$ cat src/pkg/cfgdec_defines.svh
`ifndef CFGDEC_DEFINES_SVH
`define CFGDEC_DEFINES_SVH
// Register byte offsets
`define CFGDEC_OFF_WORD0 8'h00
`define CFGDEC_OFF_WORD1 8'h04
`define CFGDEC_OFF_SCC 8'h08
`define CFGDEC_OFF_WDT 8'h0c
`define CFGDEC_OFF_STAT 8'h10
// Reset value of captured words
`define CFGDEC_WORD_RST 32'hffff_ffff
// Word zero field positions
`define CFGDEC_CPROT_BIT 28
`define CFGDEC_WP_LSB 10
`define CFGDEC_SEL_LSB 3
`define CFGDEC_SCAN_BIT 2
`define CFGDEC_DBG_LSB 0
// Word one field positions
`define CFGDEC_WIN_LSB 24
`define CFGDEC_WDTEN_BIT 23
`define CFGDEC_WATCHDOG_WINDOW_DISABLE_BIT 22
`define CFGDEC_PS_LSB 16
`define CFGDEC_CKSM_LSB 14
`define CFGDEC_PBDIV_LSB 12
`define CFGDEC_CLOCK_OUTPUT_SIGNAL_BIT 10
`define CFGDEC_POSC_LSB 8
`define CFGDEC_TWOSPD_BIT 7
`define CFGDEC_SOSC_BIT 5
`define CFGDEC_OSC_LSB 0
// Control register field positions
`define CFGDEC_SCC_SCAN_BIT 3
`define CFGDEC_WDT_SW_BIT 0
// Write-protect codes and limits
`define CFGDEC_WP_ALL 9'h000
`define CFGDEC_WP_256K 9'h0ff
`define CFGDEC_LIMIT_256K 19'h40000
`define CFGDEC_WP_TOP2 2'h3
// Watchdog postscale ceiling
`define CFGDEC_PS_MAX 5'h14
// Window size in eighths
`define CFGDEC_WIN_25 3'h2
`define CFGDEC_WIN_375 3'h3
`define CFGDEC_WIN_50 3'h4
`define CFGDEC_WIN_75 3'h6
`endif

$ cat src/pkg/cfgdec_pkg.sv
package cfgdec_pkg;
  // Primary oscillator mode field
  typedef enum logic [1:0] {
    POSC_EXTERNAL_CLOCK_INPUT = 2'h0,
    POSC_STANDARD_CRYSTAL = 2'h1,
    POSC_HIGH_SPEED_CRYSTAL = 2'h2,
    POSC_DISABLED = 2'h3
  } cfgdec_posc_e;
  // Initial oscillator select field
  typedef enum logic [2:0] {
    OSC_FAST_INTERNAL_RC = 3'h0,
    OSC_FAST_RC_DIVIDED_PLL = 3'h1,
    OSC_PRIMARY = 3'h2,
    OSC_PRIMARY_PLL = 3'h3,
    OSC_SECONDARY = 3'h4,
    OSC_LOW_POWER_RC = 3'h5,
    OSC_FAST_RC_DIV_SIXTEEN = 3'h6,
    OSC_FAST_RC_DIVIDED = 3'h7
  } cfgdec_osc_e;
  // Loader phase
  typedef enum logic {PH_CAPTURE, PH_LOADED} cfgdec_phase_e;
  // Register select
  typedef enum logic [2:0] {
    SEL_WORD0, SEL_WORD1, SEL_SCC, SEL_WDT, SEL_STAT, SEL_NONE
  } cfgdec_sel_e;
  // Decoded settings for the core
  typedef struct packed {
    logic code_protect_on;
    logic wp_all;
    logic [18:0] wp_limit;
    logic [1:0] debug_pair;
    logic scan_cfg;
    logic debugger_en;
    logic [2:0] wdt_window_eighths;
    logic wdt_cfg_on;
    logic wdt_run;
    logic wdt_window_mode;
    logic [4:0] wdt_ps_exp;
    logic clk_switch_en;
    logic fail_safe_en;
    logic [1:0] pb_div_log2;
    logic clkout_en;
    cfgdec_posc_e posc_mode;
    logic two_speed_startup;
    logic secondary_osc_en;
    cfgdec_osc_e init_osc;
  } cfgdec_dec_s;
  // Whole block state
  typedef struct packed {
    cfgdec_phase_e phase;
    logic [31:0] word0;
    logic [31:0] word1;
    logic scan_rt;
    logic wdt_sw;
    logic ack;
    logic [31:0] rdata;
    cfgdec_dec_s dec;
  } cfgdec_state_s;
endpackage

$ cat src/design/cfgdec_top.sv
`timescale 1ns/10ps
`default_nettype none
`include "cfgdec_defines.svh"

module cfgdec_top import cfgdec_pkg::*; #(
  parameter bit FLASH_256K = 1'b1
) (
  // Clock and reset
  input wire logic pclk,
  input wire logic presetn,
  // APB slave
  input wire logic psel,
  input wire logic penable,
  input wire logic pwrite,
  input wire logic [7:0] paddr,
  input wire logic [31:0] pwdata,
  input wire logic [3:0] pstrb,
  output logic pready,
  output logic [31:0] prdata,
  output logic pslverr,
  // Non-volatile configuration words
  input wire logic [31:0] nvm_word0,
  input wire logic [31:0] nvm_word1,
  // Decoded settings
  output logic cfg_ready,
  output cfgdec_dec_s cfg_dec,
  output logic boundary_scan_enable
);

  ////////////////////////////////////////////////////////////////
  // Constants and state

  // Reset image of the whole state
  localparam cfgdec_state_s S_RST = '{
    phase: PH_CAPTURE,
    word0: `CFGDEC_WORD_RST,
    word1: `CFGDEC_WORD_RST,
    scan_rt: 1'b0,
    wdt_sw: 1'b0,
    ack: 1'b0,
    rdata: 32'h0000_0000,
    dec: '0
  };

  cfgdec_state_s s_reg; // Registered state
  cfgdec_state_s s_next; // Next state
  cfgdec_sel_e sel; // Decoded register select
  logic xfer_done; // Access completes this edge

  ////////////////////////////////////////////////////////////////
  // Functions

  // Address decode
  function automatic cfgdec_sel_e reg_sel(input logic [7:0] a);
    cfgdec_sel_e r;
    if (a == `CFGDEC_OFF_WORD0) begin
      r = SEL_WORD0;
    end else if (a == `CFGDEC_OFF_WORD1) begin
      r = SEL_WORD1;
    end else if (a == `CFGDEC_OFF_SCC) begin
      r = SEL_SCC;
    end else if (a == `CFGDEC_OFF_WDT) begin
      r = SEL_WDT;
    end else if (a == `CFGDEC_OFF_STAT) begin
      r = SEL_STAT;
    end else begin
      r = SEL_NONE;
    end
    return r;
  endfunction

  // Effective write-protect code
  function automatic logic [8:0] wp_code(input logic [31:0] w0);
    logic [8:0] c;
    c = w0[`CFGDEC_WP_LSB +: 9];
    if (!FLASH_256K) begin
      c[8:7] = `CFGDEC_WP_TOP2;
    end
    return c;
  endfunction

  // Field decode of both words
  function automatic cfgdec_dec_s decode(
    input logic [31:0] w0,
    input logic [31:0] w1,
    input logic sw
  );
    cfgdec_dec_s d;
    logic [8:0] wp;
    logic [1:0] dbg;
    logic [4:0] ps;
    logic [1:0] ck;
    d = '0;
    wp = wp_code(w0);
    d.wp_all = (wp == `CFGDEC_WP_ALL);
    d.wp_limit = {~wp, 10'h000};
    d.code_protect_on = ~w0[`CFGDEC_CPROT_BIT];
    dbg = d.code_protect_on ? 2'h3 : w0[`CFGDEC_DBG_LSB +: 2];
    d.debugger_en = ~dbg[1];
    d.debug_pair = ~w0[`CFGDEC_SEL_LSB +: 2];
    d.scan_cfg = w0[`CFGDEC_SCAN_BIT];
    case (w1[`CFGDEC_WIN_LSB +: 2])
      2'h3: d.wdt_window_eighths = `CFGDEC_WIN_25;
      2'h2: d.wdt_window_eighths = `CFGDEC_WIN_375;
      2'h1: d.wdt_window_eighths = `CFGDEC_WIN_50;
      default: d.wdt_window_eighths = `CFGDEC_WIN_75;
    endcase
    d.wdt_cfg_on = w1[`CFGDEC_WDTEN_BIT];
    d.wdt_run = d.wdt_cfg_on | sw;
    d.wdt_window_mode = ~w1[`CFGDEC_WATCHDOG_WINDOW_DISABLE_BIT];
    ps = w1[`CFGDEC_PS_LSB +: 5];
    d.wdt_ps_exp = (ps > `CFGDEC_PS_MAX) ? `CFGDEC_PS_MAX : ps;
    ck = w1[`CFGDEC_CKSM_LSB +: 2];
    d.clk_switch_en = ~ck[1];
    d.fail_safe_en = (ck == 2'h0);
    d.pb_div_log2 = w1[`CFGDEC_PBDIV_LSB +: 2];
    d.posc_mode = cfgdec_posc_e'(w1[`CFGDEC_POSC_LSB +: 2]);
    // output needs mode 11 or 00
    d.clkout_en = ~w1[`CFGDEC_CLOCK_OUTPUT_SIGNAL_BIT]
      & ((d.posc_mode == POSC_DISABLED)
      | (d.posc_mode == POSC_EXTERNAL_CLOCK_INPUT));
    d.two_speed_startup = w1[`CFGDEC_TWOSPD_BIT];
    d.secondary_osc_en = w1[`CFGDEC_SOSC_BIT];
    d.init_osc = cfgdec_osc_e'(w1[`CFGDEC_OSC_LSB +: 3]);
    return d;
  endfunction

  // Read mux
  function automatic logic [31:0] read_word(
    input cfgdec_sel_e r,
    input cfgdec_state_s st
  );
    logic [31:0] v;
    v = 32'h0000_0000;
    case (r)
      SEL_WORD0: v = st.word0;
      SEL_WORD1: v = st.word1;
      SEL_SCC: v[`CFGDEC_SCC_SCAN_BIT] = st.scan_rt;
      SEL_WDT: v[`CFGDEC_WDT_SW_BIT] = st.wdt_sw;
      SEL_STAT: v[3:0] = {st.phase == PH_LOADED,
        st.dec.clkout_en, st.dec.debugger_en, st.dec.wdt_run};
      default: v = 32'h0000_0000;
    endcase
    return v;
  endfunction

  ////////////////////////////////////////////////////////////////
  // Bus handshake

  // Register select from address
  assign sel = reg_sel(paddr);
  // One wait state, then ready
  assign pready = s_reg.ack;
  // Edge at which the access takes effect
  assign xfer_done = psel & penable & s_reg.ack;
  // Unmapped or write to read-only word
  assign pslverr = s_reg.ack & ((sel == SEL_NONE)
    | (pwrite & ((sel == SEL_WORD0) | (sel == SEL_WORD1)
    | (sel == SEL_STAT))));
  // Read data from flops
  assign prdata = s_reg.rdata;

  ////////////////////////////////////////////////////////////////
  // Next-state logic

  always_comb begin
    s_next = s_reg;
    s_next.ack = 1'b0;
    case (s_reg.phase)
      // First edge after reset release
      PH_CAPTURE: begin
        s_next.word0 = nvm_word0;
        s_next.word1 = nvm_word1;
        s_next.scan_rt = nvm_word0[`CFGDEC_SCAN_BIT];
        s_next.phase = PH_LOADED;
      end
      // Words held, bus served
      PH_LOADED: begin
        // Access phase, first cycle
        if (psel && penable && !s_reg.ack) begin
          s_next.ack = 1'b1;
          s_next.rdata = read_word(sel, s_reg);
        end
        // Write takes effect
        if (xfer_done && pwrite && pstrb[0]) begin
          // Runtime scan enable
          if (sel == SEL_SCC) begin
            s_next.scan_rt = pwdata[`CFGDEC_SCC_SCAN_BIT];
          end else if (sel == SEL_WDT && !s_reg.word1[`CFGDEC_WDTEN_BIT]) begin
            s_next.wdt_sw = pwdata[`CFGDEC_WDT_SW_BIT];
          end
        end
      end
      // Unused encodings
      default: begin
        s_next.phase = PH_CAPTURE;
      end
    endcase
    // Decoded settings follow state
    s_next.dec = decode(s_next.word0, s_next.word1, s_next.wdt_sw);
  end

  ////////////////////////////////////////////////////////////////
  // State register

  always_ff @(posedge pclk or negedge presetn) begin
    if (!presetn) begin
      s_reg <= S_RST;
    end else begin
      s_reg <= s_next;
    end
  end

  ////////////////////////////////////////////////////////////////
  // Outputs

  // Core may leave reset once high
  assign cfg_ready = (s_reg.phase == PH_LOADED);
  // Registered decoded settings
  assign cfg_dec = s_reg.dec;
  // Runtime scan enable
  assign boundary_scan_enable = s_reg.scan_rt;
endmodule
`default_nettype wire

$ cat config.mk
export PLATFORM = sky130hd
export DESIGN_NAME = cfgdec_top
export DESIGN_NICKNAME = d
export VERILOG_FILES = /design/src/pkg/cfgdec_pkg.sv /design/src/design/cfgdec_top.sv
export VERILOG_INCLUDE_DIRS = /design/src /design/src/pkg
export SDC_FILE = /design/constraint.sdc
export NUM_CORES = 1
export LEC_CHECK = 0
export ABC_AREA = 1
export BUFFER_PORTS_ARGS = -buffer_cell sky130_fd_sc_hd__buf_2
export CORE_MARGIN = 5
export CORE_UTILIZATION = 29
export DETAILED_ROUTE_END_ITERATION = 6
export PLACE_DENSITY_LB_ADDON = 0.08
export SLEW_MARGIN = 40
export SYNTH_ARGS = -nofsm -noshare
export SYNTH_HDL_FRONTEND = slang
export SYNTH_SLANG_ARGS = --single-unit
$ cat constraint.sdc
create_clock -name pclk -period 4.13 [get_ports pclk]
set_clock_uncertainty 0.2 [all_clocks]
set_input_delay 0.826 -clock pclk [delete_from_list [all_inputs] [get_ports pclk]]
set_output_delay 0.826 -clock pclk [all_outputs]
set_load 0.05 [all_outputs]
# Word-level counts from Yosys, hierarchy flattened
# Index checks and enable logic that the tools add are counted.
[word_totals]
regBits = 138
inputBits = 113
output_inout_bits = 84
elab_cells = 96
[op_classes]
magnitude_cmp = 1
eq_ne = 15
muxes = 20
bitwise_logic = 18
reduce_logical = 14
[ops]
columns = ["operator", "n"]
rows = [
  ["61-bit two-way mux", 1],
  ["28-bit one-hot mux with 2 select lines", 1],
  ["34-bit two-way mux", 1],
  ["33-bit two-way mux", 1],
  ["8-bit by 4-bit equality test with 1-bit output, second input constant", 2],
  ["3-bit two-way mux", 4],
  ["9-bit logical NOT", 1],
  ["9-bit NOT", 1],
  ["3-bit one-hot mux with 3 select lines", 1],
  ["8-bit by 3-bit equality test with 1-bit output, second input constant", 1],
  ["8-bit by 5-bit equality test with 1-bit output, second input constant", 1],
  ["8-bit logical NOT", 1],
  ["1-bit one-hot mux with 4 select lines", 2],
  ["2-bit equality test, second input constant", 3],
  ["3-bit by 2-bit equality test with 1-bit output, second input constant", 2],
  ["3-bit equality test, second input constant", 2],
  ["1-bit NOT", 6],
  ["2-bit one-hot mux with 3 select lines", 1],
  ["1-bit bitwise AND", 5],
  ["5-bit greater-than comparator, second input constant", 1],
  ["1-bit logical AND", 5],
  ["5-bit two-way mux", 1],
  ["1-bit bitwise OR", 5],
  ["2-bit logical NOT", 2],
  ["10 further kinds", 17],
]

# Depth between registers and ports, before layout
[depth]
word_depth = 13
depth_mapped = 9
depth_no_buf = 9

# Worst setup path before layout
# OpenSTA, ideal clock, no wires.
[synth_path]
kind = "input port to output port"
startpoint = "in paddr[4]"
endpoint = "out pslverr"
arrival_time_ns = 1.732
required_ns = 3.104
path_slack_ns = 1.372
path_stages = 8
path_buffers = 0
cell_sequence = "nor2_1 -> nand2_1 -> inv_2 -> nand2_1 -> o21ai_0 -> nor2_1 -> nand3_1 -> nand2_1"
[synth_between]
elab_chain_cells = 12
word_cells_on_any_way = 19
cone_classes = "eq/ne: 7; mux: 5; bitwise: 5; reduce/logical: 2"
[synth_lines]
columns = ["item", "line", "source"]
rows = [
  ["from (decl)", "cfgdec_top.sv:15", "input wire logic [7:0] paddr,"],
  ["8-bit by 5-bit equality test with 1-bit output (no source line)", "--", ""],
  ["1-bit two-way mux", "cfgdec_top.sv:64", "end else if (a == `CFGDEC_OFF_STAT) begin"],
  ["3-bit two-way mux", "cfgdec_top.sv:62", "end else if (a == `CFGDEC_OFF_WDT) begin"],
  ["3-bit two-way mux", "cfgdec_top.sv:60", "end else if (a == `CFGDEC_OFF_SCC) begin"],
  ["3-bit two-way mux", "cfgdec_top.sv:58", "end else if (a == `CFGDEC_OFF_WORD1) begin"],
  ["3-bit two-way mux (*)", "cfgdec_top.sv:56", "if (a == `CFGDEC_OFF_WORD0) begin"],
  ["3-bit by 1-bit equality test with 1-bit output or 3-bit logical NOT (tied branches)", "cfgdec_top.sv:158", "| (pwrite & ((sel == SEL_WORD0) | (sel == SEL_WORD1)"],
  ["1-bit bitwise OR", "cfgdec_top.sv:158", ""],
  ["1-bit bitwise OR", "cfgdec_top.sv:159", "| (sel == SEL_STAT))));"],
  ["1-bit bitwise AND", "cfgdec_top.sv:158", ""],
  ["1-bit bitwise OR (*)", "cfgdec_top.sv:158", ""],
  ["1-bit bitwise AND (*)", "cfgdec_top.sv:157", "assign pslverr = s_reg.ack & ((sel == SEL_NONE)"],
  ["to (decl)", "cfgdec_top.sv:20", "output logic pslverr,"],
]
# Mark *: on every way between the ends. The rest lies on a longest branch, timed or not.

# Final worst setup path
# Ends and elaborated chain as after synthesis.

==> run_results.csv <==
group,metric,value,unit
global_route,grt_use_total,14.0,%
floorplan,rows,52,
pwr,power_frac_seq,41.4,%
drt,ant_nets,0,
cts,cts_setup_buffers,0,
worst_setup_path,r2r_setup_slack,1.95,ns
final_layout,n_antenna_cell,0,
yosys,syn-cell-area,6040,um^2
final_layout,largest_reg_flops,64,
sta,fin_crit_sh,73.0,%
pwr,pwr-share-comb,17.7,%
pwr,power,3.88,mW
global_route,grt_use_met2,23.9,%
worst_setup_path,path_cells,"buf_2 -> nor2_1 -> nand2_1 -> inv_2 -> nand2_1 -> o21ai_0 -> nor2_1 -> nand3_1 -> nand2_1 -> buf_2",
sta,tightestPinTransition,0.714,ns
sta,period_needed,3.01,ns
worst_setup_path,cpMaxStageDelayCell,"buf_2",
sta,finalSetupTns,0,ns
cts,cts_max_level,4,
pwr,ir_worst_vdd,0.259,mV
yosys,synth_area_leaders,"dfrtp_1 (31%), dfstp_2 (28%), nand2_1 (14%), buf_4 (10%), a21oi_1 (4.6%)",
pwr,p_switching,1.20,mW
global_route,overflow,0,
floorplan,initial_core_util,29.7,%
sta,max_freq,332,MHz
global_route,use_met1,17.1,%
drt,drt_iter0_drc,139,
floorplan,die_h,154,um
cts,cts_resized,0,
cts,cts_buffer_depth,2,
sta,relSlewSlack,52.3,%
placed_design,hpwl,10700,um
sta,hold_ws,0.0765,ns
yosys,yosysSeqAreaShare,58.5,%
floorplan,die_w,154,um
pwr,p_leak,3.62,nW
worst_setup_path,path_buf_inv,3,
final_layout,layout.nets,862,
worst_setup_path,cp_common_cell,"nand2_1",
cts,cts.sinks,138,
yosys,ys_warn_count,0,
global_route,grt_pass1_vias,4894,
placed_design,dpl.cell_count,999,
yosys,yosys.area.top_type_share,30.6,%
sta,final_max_slew_viol_count,0,
placed_design,numPortBuffers,153,
pwr,clockPowerShare,41.0,%
cts,tritoncts,"built",
worst_setup_path,required,3.10,ns
final_layout,final_cells,1032,
drt,vias_per_cell,4.26,
cts,clockRootBuffer,"clkbuf_16",
final_layout,drive_above_1_share,36.9,%
worst_setup_path,cp_slowest_stage_delay,0.26,ns
worst_setup_path,r2r-end,"cfg_dec[13]",
global_route,grt_start_max_net_pins,89,
yosys,synthCells,665,
job,drv_cap,0,
worst_setup_path,crit_path_start_kind,"input port",
worst_setup_path,path_max_fanout,9,
sta,setup_ws,1.12,ns
worst_setup_path,ff2ff_path_depth,7,
pwr,power.share.switching,31.0,%
worst_setup_path,critical-path-top-delay-family,"simple AND/OR/NAND/NOR gates",
final_layout,area_delta_synth_final,18.8,%
drt,dr.pass1.iters,4,
pwr,intPower,2.68,mW
yosys,synth_cell_types,24,
cts,cts_buffers,17,
worst_setup_path,path_class,"input port to primary output",
yosys,avgSynthCellArea,9.09,um^2
placed_design,place_ws,1.13,ns
cts,clk_pin_slew,0.06,ns
yosys,ys_seq_elements,138,
global_route,antenna_found_initial,0,
worst_setup_path,rr_startpoint,"cfg_ready",
drt,drt_wl_total,16200,um
floorplan,top_level_ports,197,
worst_setup_path,cp.arrival,1.99,ns
sta,setup_viol,0,
floorplan,core_area,20400,um^2
sta,hold_viol_final,0,
pwr,cellPowerDensity,540,nW/um^2
worst_hold_path,hold_class,"input port to asynchronous set/reset pin",
worst_setup_path,end_kind,"primary output",
cts,clk_latency,0.41,ns
global_route,grt_most_used_layer,"met2",
floorplan,die-area,23800,um^2
global_route,grt_pass1_wl,26200,um
cts,cts-hold-fix-buffers,0,
global_route,met3_usage,3.44,%
sta,rsz0062_at_grt,"false",
outcome,status,"completed",
drt,drc,0,
drt,via_count,4397,
drt,post_drt_wl_per_cell,15.7,um
placed_design,gp_congestion,0.839,
yosys,synth.largest_area_cell,"dfrtp_1",
-- metrics by stage --
step	utilization (%)	instance area [um^2]
2_1_floorplan	-	6080
3_3_place_gp	32.1	6530
3_5_place_dp	32.1	6530
4_1_cts	35.1	7150
5_1_grt	35.3	7180
6_report	35.3	7180
-- power by group through the flow --
stage | logic, mW | clock network, mW | registers, mW
after floorplan | 0.608 | 0 | 1.61
after global placement | 0.689 | 0 | 1.62
after detailed placement | 0.695 | 0 | 1.63
after CTS | 0.696 | 1.65 | 1.61
after global routing | 0.742 | 1.70 | 1.62
final | 0.685 | 1.59 | 1.60
-- final cells by class --
cell class | instances | area [um^2]
multi-input combinational | 391 | 1670
fill | 2141 | 13200
clock buffer | 19 | 453
timing repair buffer | 161 | 867
clock inverter | 13 | 164
tap | 270 | 338
sequential | 138 | 3530
inverter | 40 | 150
-- Yosys cell counts --
master	instances
dfrtp_1	74
conb_1	2
buf_1	1
nand2_1	220
buf_4	82
inv_2	14
buf_6	1
nand3_1	14
nor3_4	1
buf_2	13
o21bai_1	2
inv_1	26
nor3_1	1
nor2_2	3
nand4_1	4
a21oi_1	56
or2_1	10
o21ai_2	5
dfstp_2	64
o21ai_1	15
clkbuf_1	8
or2_0	2
nor2_1	46
o21ai_0	1
-- placed cells by master (no fill, tap or decap) --
master	instances
nand2_1	220
buf_2	152
dfrtp_1	73
dfstp_2	64
a21oi_1	56
nor2_1	46
inv_1	26
clkbuf_16	17
o21ai_1	15
inv_2	14
nand3_1	14
conb_1	11
or2_1	10
buf_4	6
o21ai_2	5
nand4_1	4
clkinv_2	3
inv_6	3
clkbuf_8	3
bufinv_16	3
or2_0	2
o21bai_1	2
nor2_2	2
clkinvlp_4	2
clkinv_4	2
nor3_4	1
o21ai_0	1
nor3_1	1
nor2_4	1
dfrtp_2	1
buf_16	1
buf_12	1
-- cells by family (layout without fill, tap and decap cells) --
family	count (synthesis)	count (layout)	share of synthesized area, %
AOI/OAI and AO/OA	79	79	6.93
buffers and inverters	145	233	14.5
DFF	138	138	58.5
other	2	11	0.124
and+or+nand+nor	301	301	20.0
-- how the worst max path moves through the flow --
stage | startpoint | to | slack (ns) | cells past startpoint
after floorplan | paddr[4] | pslverr | 1.37 | 8
after global placement | paddr[4] | pslverr | 1.14 | 10
after detailed placement | paddr[4] | pslverr | 1.13 | 10
after CTS | paddr[4] | pslverr | 1.12 | 10
after global routing | paddr[4] | pslverr | 0.98 | 10
final | paddr[4] | pslverr | 1.12 | 10
-- metal layers --
metal	share of wire (%)	wire [um]	up-vias
met5	0	0	-
met1	44	7180	2108
met3	4.9	798	20
met4	1.6	254	0
met2	49	7980	117
li1	-	-	2152
(Power assumes the default switching activity.)
